===== src/core/rq_sideband_pkg.sv =====
/*
 * constants and types shared by both ends of the request sideband link:
 * sideband field positions, widths, start-flag codes and lane codes.
 * assumes a single 125 MHz clock shared by both ends.
 */
`default_nettype none

package rq_sideband_pkg;

    // ************************************************************
    // sideband layout
    // ************************************************************
    localparam int SIDEBAND_W    = 26;
    localparam int FIRST_DWORD_BYTE_ENABLES_LO   = 0;
    localparam int LAST_DWORD_BYTE_ENABLES_LO    = 8;
    localparam int BE_W          = 8;
    localparam int NIBBLE_W      = 4;
    localparam int OFFSET_LO     = 16;
    localparam int OFFSET_W      = 4;
    localparam int OFFSET_USED_W = 2;
    localparam int SOP_LO        = 20;
    localparam int SOP_W         = 2;
    localparam int LANE0_LO      = 22;
    localparam int LANE1_LO      = 24;
    localparam int LANE_W        = 2;

    // ************************************************************
    // start flag codes
    // ************************************************************
    localparam logic [1:0] SOP_NONE     = 2'h0;
    localparam logic [1:0] SOP_ONE      = 2'h1;
    localparam logic [1:0] SOP_RESERVED = 2'h2;
    localparam logic [1:0] SOP_TWO      = 2'h3;

    // ************************************************************
    // lane codes and reset values
    // ************************************************************
    localparam logic [1:0] LANE_0      = 2'h0;
    localparam logic [1:0] LANE_32     = 2'h2;
    localparam logic [3:0] NIBBLE_ZERO = 4'h0;
    localparam logic [3:0] OFFSET_ZERO = 4'h0;

    typedef struct packed {
        logic [3:0] first_dword_byte_enables;
        logic [3:0] last_dword_byte_enables;
        logic [1:0] offset;
        logic [1:0] lane;
    } tlp_fields_s;

endpackage

`default_nettype wire


===== src/core/rq_sideband_if.sv =====
/*
 * carrier between the stream source and the sideband capture end.
 * assumes clk and rstn come from the enclosing bench.
 */
`default_nettype none

interface rq_sideband_if (
    input wire logic clk,
    input wire logic rstn
);
    logic [rq_sideband_pkg::SIDEBAND_W-1:0] request_sideband_bus;
    logic                                   request_stream_valid;
    logic                                   request_stream_ready;
    logic                                   request_stream_last;

    modport source (
        output request_sideband_bus,
        output request_stream_valid,
        output request_stream_last,
        input  request_stream_ready
    );

    modport sink (
        input  request_sideband_bus,
        input  request_stream_valid,
        input  request_stream_last,
        output request_stream_ready
    );
endinterface

`default_nettype wire


===== src/core/rq_sideband_capture.sv =====
/*
 * device end: tracks packet starts on the request stream and captures
 * byte enables, payload offset and start lanes on each first beat.
 * assumes the source keeps its half of the sideband encoding.
 */
`default_nettype none

module rq_sideband_capture #(
    parameter int SIDEBAND_W = rq_sideband_pkg::SIDEBAND_W
) (
    input  wire logic                 clk_i,
    input  wire logic                 rstn_i,
    rq_sideband_if.sink               link,
    input  wire logic                 straddle_en_i,
    input  wire logic                 ready_i,
    output rq_sideband_pkg::tlp_fields_s tlp0_o,
    output rq_sideband_pkg::tlp_fields_s tlp1_o,
    output logic                      tlp0_valid_o,
    output logic                      tlp1_valid_o,
    output logic                      sop_reserved_o
);

    // ************************************************************
    // local constants
    // ************************************************************
    localparam int N_SLOTS = 2;
    localparam int SLOT0   = 0;
    localparam int SLOT1   = 1;

    // ************************************************************
    // state
    // ************************************************************
    typedef enum logic [1:0] {
        ST_IDLE = 2'b01,
        ST_BODY = 2'b10
    } pkt_e;

    typedef struct packed {
        pkt_e                         st;
        rq_sideband_pkg::tlp_fields_s t0;
        rq_sideband_pkg::tlp_fields_s t1;
        logic                         v0;
        logic                         v1;
        logic                         rsv;
    } state_s;

    state_s                            r;
    state_s                            next_r;
    logic [SIDEBAND_W-1:0]             bus;
    logic [rq_sideband_pkg::SOP_W-1:0] sop;
    logic                              hs;
    logic                              sop_rsv;
    logic [N_SLOTS-1:0]                slot_start;
    rq_sideband_pkg::tlp_fields_s      slot_f [N_SLOTS];

    // ************************************************************
    // decode helpers
    // ************************************************************
    // one byte-enable nibble of a slot
    function automatic logic [3:0] nib(
        input logic [SIDEBAND_W-1:0] b,
        input int                    lo,
        input int                    slot
    );
        nib = b[lo + slot * rq_sideband_pkg::NIBBLE_W +: rq_sideband_pkg::NIBBLE_W];
    endfunction

    // payload offset; reserved bits and second slot read as zero
    function automatic logic [1:0] offset_of(
        input logic [SIDEBAND_W-1:0] b,
        input int                    slot
    );
        if (slot == SLOT0)
            offset_of = b[rq_sideband_pkg::OFFSET_LO +: rq_sideband_pkg::OFFSET_USED_W];
        else
            offset_of = '0;
    endfunction

    // start lane of a slot; lane 0 when not straddling
    function automatic logic [1:0] lane_of(
        input logic [SIDEBAND_W-1:0] b,
        input int                    slot,
        input logic                  straddle
    );
        if (!straddle)
            lane_of = rq_sideband_pkg::LANE_0;
        else if (slot == SLOT0)
            lane_of = b[rq_sideband_pkg::LANE0_LO +: rq_sideband_pkg::LANE_W];
        else
            lane_of = b[rq_sideband_pkg::LANE1_LO +: rq_sideband_pkg::LANE_W];
    endfunction

    // all captured fields of one slot
    function automatic rq_sideband_pkg::tlp_fields_s fields_of(
        input logic [SIDEBAND_W-1:0] b,
        input int                    slot,
        input logic                  straddle
    );
        fields_of.first_dword_byte_enables = nib(b, rq_sideband_pkg::FIRST_DWORD_BYTE_ENABLES_LO, slot);
        fields_of.last_dword_byte_enables  = nib(b, rq_sideband_pkg::LAST_DWORD_BYTE_ENABLES_LO, slot);
        fields_of.offset   = offset_of(b, slot);
        fields_of.lane     = lane_of(b, slot, straddle);
    endfunction

    // which slots start a tlp in this beat
    function automatic logic [N_SLOTS-1:0] starts_of(
        input logic [rq_sideband_pkg::SOP_W-1:0] code,
        input logic                              straddle,
        input logic                              idle
    );
        starts_of = '0;
        if (!straddle)
            starts_of[SLOT0] = idle;
        else
        begin
            unique case (code)
                rq_sideband_pkg::SOP_NONE:     starts_of = '0;
                rq_sideband_pkg::SOP_ONE:      starts_of[SLOT0] = 1'b1;
                rq_sideband_pkg::SOP_TWO:      starts_of = '1;
                rq_sideband_pkg::SOP_RESERVED: starts_of = '0;
            endcase
        end
    endfunction

    // ************************************************************
    // slot decode
    // ************************************************************
    assign bus        = link.request_sideband_bus;
    assign sop        = bus[rq_sideband_pkg::SOP_LO +: rq_sideband_pkg::SOP_W];
    assign hs         = link.request_stream_valid && link.request_stream_ready;
    assign sop_rsv    = straddle_en_i && (sop == rq_sideband_pkg::SOP_RESERVED);
    assign slot_start = starts_of(sop, straddle_en_i, r.st == ST_IDLE);

    generate
        for (genvar s = 0; s < N_SLOTS; s++)
        begin : g_slot
            assign slot_f[s] = fields_of(bus, s, straddle_en_i);
        end
    endgenerate

    // ************************************************************
    // next state
    // ************************************************************
    always_comb
    begin
        next_r     = r;
        next_r.v0  = 1'b0;
        next_r.v1  = 1'b0;
        next_r.rsv = hs && sop_rsv;
        if (hs)
        begin
            unique case (r.st)
                ST_IDLE: next_r.st = link.request_stream_last ? ST_IDLE : ST_BODY;
                ST_BODY: next_r.st = link.request_stream_last ? ST_IDLE : ST_BODY;
            endcase
            if (slot_start[SLOT0])
            begin
                next_r.v0 = 1'b1;
                next_r.t0 = slot_f[SLOT0];
            end
            if (slot_start[SLOT1])
            begin
                next_r.v1 = 1'b1;
                next_r.t1 = slot_f[SLOT1];
            end
        end
    end

    // ************************************************************
    // state register
    // ************************************************************
    always_ff @(posedge clk_i or negedge rstn_i)
    begin
        if (!rstn_i)
        begin
            r    <= '0;
            r.st <= ST_IDLE;
        end
        else
            r <= next_r;
    end

    // ************************************************************
    // outputs
    // ************************************************************
    assign link.request_stream_ready = ready_i;
    assign tlp0_o         = r.t0;
    assign tlp1_o         = r.t1;
    assign tlp0_valid_o   = r.v0;
    assign tlp1_valid_o   = r.v1;
    assign sop_reserved_o = r.rsv;

endmodule // rq_sideband_capture

`default_nettype wire


===== src/flat_wrapper.sv =====
// flat-port wrapper written by rule: the top's interface ports become plain ports
module rq_sideband_capture_flat 
#(
    parameter int SIDEBAND_W = rq_sideband_pkg::SIDEBAND_W
)
  (clk_i, rstn_i, straddle_en_i, ready_i, tlp0_o, tlp1_o, tlp0_valid_o, tlp1_valid_o, sop_reserved_o, clk, rstn, link_request_sideband_bus, link_request_stream_valid, link_request_stream_last, link_request_stream_ready);
  rq_sideband_if link_i (.clk(clk), .rstn(rstn));
  input  wire logic clk_i;
  input  wire logic rstn_i;
  input  wire logic straddle_en_i;
  input  wire logic ready_i;
  output rq_sideband_pkg::tlp_fields_s tlp0_o;
  output rq_sideband_pkg::tlp_fields_s tlp1_o;
  output logic tlp0_valid_o;
  output logic tlp1_valid_o;
  output logic sop_reserved_o;
  input wire logic clk;
  input wire logic rstn;
  input wire logic [$bits(link_i.request_sideband_bus)-1:0] link_request_sideband_bus;
  input wire logic [$bits(link_i.request_stream_valid)-1:0] link_request_stream_valid;
  input wire logic [$bits(link_i.request_stream_last)-1:0] link_request_stream_last;
  output wire logic [$bits(link_i.request_stream_ready)-1:0] link_request_stream_ready;
  assign link_i.request_sideband_bus = link_request_sideband_bus;
  assign link_i.request_stream_valid = link_request_stream_valid;
  assign link_i.request_stream_last = link_request_stream_last;
  assign link_request_stream_ready = link_i.request_stream_ready;
  rq_sideband_capture #(.SIDEBAND_W(SIDEBAND_W)) u_core (.clk_i(clk_i), .rstn_i(rstn_i), .link(link_i), .straddle_en_i(straddle_en_i), .ready_i(ready_i), .tlp0_o(tlp0_o), .tlp1_o(tlp1_o), .tlp0_valid_o(tlp0_valid_o), .tlp1_valid_o(tlp1_valid_o), .sop_reserved_o(sop_reserved_o));
endmodule

===== config.mk =====
export PLATFORM = sky130hd
export DESIGN_NAME = rq_sideband_capture_flat
export DESIGN_NICKNAME = d
export VERILOG_FILES = /design/src/core/rq_sideband_pkg.sv /design/src/core/rq_sideband_if.sv /design/src/core/rq_sideband_capture.sv /design/src/flat_wrapper.sv
export SDC_FILE = /design/constraint.sdc
export NUM_CORES = 1
export LEC_CHECK = 0
export BUFFER_PORTS_ARGS = -buffer_cell sky130_fd_sc_hd__buf_4
export CAP_MARGIN = 20
export CORE_MARGIN = 2
export CORE_UTILIZATION = 48
export DETAILED_ROUTE_END_ITERATION = 8
export GPL_ROUTABILITY_DRIVEN = 0
export PLACE_DENSITY_LB_ADDON = 0.15
export SETUP_SLACK_MARGIN = 0.02
export SYNTH_ARGS = -nofsm -noshare
export SYNTH_HDL_FRONTEND = slang
export SYNTH_SLANG_ARGS = --single-unit

===== constraint.sdc =====
create_clock -name clk_i -period 4.6 [get_ports clk_i]
set_clock_uncertainty 0.15 [all_clocks]
set_input_delay 0.46 -clock clk_i [delete_from_list [all_inputs] [get_ports clk_i]]
set_output_delay 0.46 -clock clk_i [all_outputs]
set_load 0.05 [all_outputs]

==> results.ini <==
[final_layout]
drive_gt1_share_pct=66.1
area_growth_pct=22.3
register_area_sq_um=677
fillCellCount=201
antenna_cells=0
nets=162
multi_input_area_sq_um=357

[yosys]
muxShareOfSynthArea_pct=21.0
synth-adder-area-share_pct=0
synth_top_family_by_area=multiplexers
synth-xor-area-share_pct=0
synth-compound-area-share_pct=2.99
ys_warn_count=0
synth-seq-cells=27
syn-cell-area_sq_um=1250
seq_area_frac_synth_pct=54.0
syn_avg_cell_area_sq_um=13.5
syn_inst=93
synthSimpleGateAreaFrac_pct=3.89
synth_cell_types=17

[clock_tree]
ctsHtreeMaxLevel=1
cts_tree=yes
root_buffer=clkbuf_4
path_clk_slew_ps=140
clockBufferDepth=2
cts_setup_buffers=0
hold_buffers=1
worstSkewPairLatency_ps=310
cts_resized=0
cts_sinks=27
numCtsBuffers=3

[sta]
post-route-min-period_ps=2030
rsz0062_at_grt=false
tightest_slew_ps=497
report.final.setup_viol=0
setup_tns_ps=0
whs_ps=155
relSlewSlack_pct=66.8
finalMaxSlewViolations=0
final.period_utilization_pct=44.0
hold_viol_final=0
fmax_ghz=0.494

[place]
numPortBuffers=55
dp.final_hpwl_mm=1.52

[die]
initial_core_util_pct=50.6
die_w_microns=55.1
rows=18
dieHeight_microns=55.1
coreArea_sq_um=2480
dieArea_sq_um=3040
ioPinCount=62

[detailed_routing]
wl_mm=1.96
dr.pass1.iters=3
initialDrtViolationCount=5
wl_per_cell_microns=12.5
drc_errors=0
num_vias=732
vias_per_cell=4.66
ant_nets=0

[global_routing]
grt_max_degree=28
track_usage_pct=14.6
antenna_found_initial=0
first_global_vias=728
grt_pass1_wl_mm=3.06
grt.overflow.total=0

[worst_setup_path]
rr_startpoint=u_core.r[27]$_DFFE_PN1P_
cp-start-kind=register
end_kind=register
critPathMaxFanout=13
worstReg2RegEnd=u_core.tlp0_o[9]$_DFFE_PN0P_
critical_path_class=register to register
reg2reg_depth=3
cp_data_required_time_ps=4670
arrival_ps=2090
r2r_setup_slack_ps=2570

[hold_path]
worstHoldStart=link_request_sideband_bus[20]
min_to=u_core.sop_reserved_o$_DFF_PN0_
hp-class=primary input to register
whs_path_depth=2

[power_and_ir_drop]
power_leakage_nw=0.779
ir_drop_mv=0.294
power_per_cell_area_nw_per_um2=500

[outcome]
status=completed

[run]
maxCapViolCount=0

==> flip-flops by register name, indices dropped and copies added, names as in the netlist <==
name / cells
u_core.tlp1_valid_o: 1
u_core.tlp1_o: 10
u_core.tlp0_valid_o: 1
u_core.tlp0_o: 12
u_core.sop_reserved_o: 1
u_core.r: 2
==> stage by stage <==
stage,util [%],total power [W],area (sq um),worst slack [ps],instances
after detailed placement,60.4,0.000676,1500,2470,152
after global routing,61.9,0.000805,1530,2510,157
after CTS,61.9,0.000775,1530,2560,157
after global placement,60.4,0.000669,1500,2510,152
final,61.9,0.000766,1530,2570,157
after floorplan,-,0.000633,1260,2790,94
==> cell usage after synthesis <==
cell / count / area [sq um]
inv_1: 3 / 11.3
buf_2: 1 / 5.00
nand2_1: 6 / 22.5
o21ai_0: 2 / 10.0
conb_1: 1 / 3.75
dfstp_2: 1 / 26.3
and4_2: 1 / 10.0
a31oi_1: 1 / 6.26
buf_4: 25 / 188
buf_12: 1 / 20.0
nor3_1: 1 / 5.00
or3b_4: 1 / 11.3
a21oi_4: 1 / 16.3
a21oi_1: 1 / 5.00
dfrtp_1: 26 / 651
mux2_4: 7 / 105
mux2_2: 14 / 158
==> layout by cell type (no fill, tap or decap) <==
| master | netlist | routed |
|---|---|---|
| inv_1 | 3 | 3 |
| a31oi_1 | 1 | 1 |
| mux2_2 | 14 | 14 |
| dfstp_2 | 1 | 1 |
| nand2_1 | 6 | 6 |
| mux2_4 | 7 | 7 |
| conb_1 | 1 | 2 |
| buf_4 | 25 | 55 |
| nor3_1 | 1 | 1 |
| o21ai_0 | 2 | 2 |
| and4_2 | 1 | 1 |
| a21oi_4 | 1 | 1 |
| dlygate4sd3_1 | 0 | 1 |
| or3b_4 | 1 | 1 |
| a21oi_1 | 1 | 1 |
| clkbuf_4 | 0 | 3 |
| dfrtp_1 | 26 | 26 |
| clkinv_2 | 0 | 1 |
==> kinds of logic after synthesis <==
family	Yosys count
simple gates	9
compound gates	5
flops	27
mux	21
other cells	1
buf+inv	30
==> cell type report <==
| class | instances | area share (%) |
|---|---|---|
| Clock inverter | 1 | 0.327 |
| Inverter | 3 | 0.735 |
| Clock buffer | 3 | 1.47 |
| Tap cell | 30 | 2.45 |
| Multi-Input combinational cell | 37 | 23.3 |
| Sequential cell | 27 | 44.2 |
| Timing Repair Buffer | 56 | 27.6 |
==> metal layers <==
layer,vias up,wire length (microns),track usage [%]
li1,346,-,-
met1,352,786,17.0
met2,32,988,25.6
met3,2,179,2.42
met4,0,10,7.72
met5,-,0,0
==> worst max-delay path: stages, from the launching register on <==
cell	delay (ps)
dfstp_2	560
or3b_4	380
a21oi_4	450
mux2_2	390
==> worst max-delay path by stage <==
stage	startpoint	endpoint	slack (ps)	cells past startpoint
6_report	u_core.r[27]$_DFFE_PN1P_	u_core.tlp0_o[9]$_DFFE_PN0P_	2570	3
5_1_grt	u_core.r[27]$_DFFE_PN1P_	u_core.tlp0_o[9]$_DFFE_PN0P_	2510	3
4_1_cts	u_core.r[27]$_DFFE_PN1P_	u_core.tlp0_o[9]$_DFFE_PN0P_	2560	3
3_5_place_dp	straddle_en_i	u_core.tlp0_o[9]$_DFFE_PN0P_	2470	4
3_3_place_gp	straddle_en_i	u_core.tlp0_o[9]$_DFFE_PN0P_	2510	4
2_1_floorplan	u_core.r[27]$_DFFE_PN1P_	u_core.tlp0_o[10]$_DFFE_PN0P_	2790	4
==> power by group <==
| part | total, W | leakage, nW | switching, W | internal, W |
|---|---|---|---|---|
| clock network | 0.0000977 | 0.0177 | 0.0000652 | 0.0000325 |
| registers | 0.000315 | 0.330 | 0.0000257 | 0.000289 |
| logic | 0.000354 | 0.431 | 0.000228 | 0.000126 |
(Power assumes the default switching activity.)
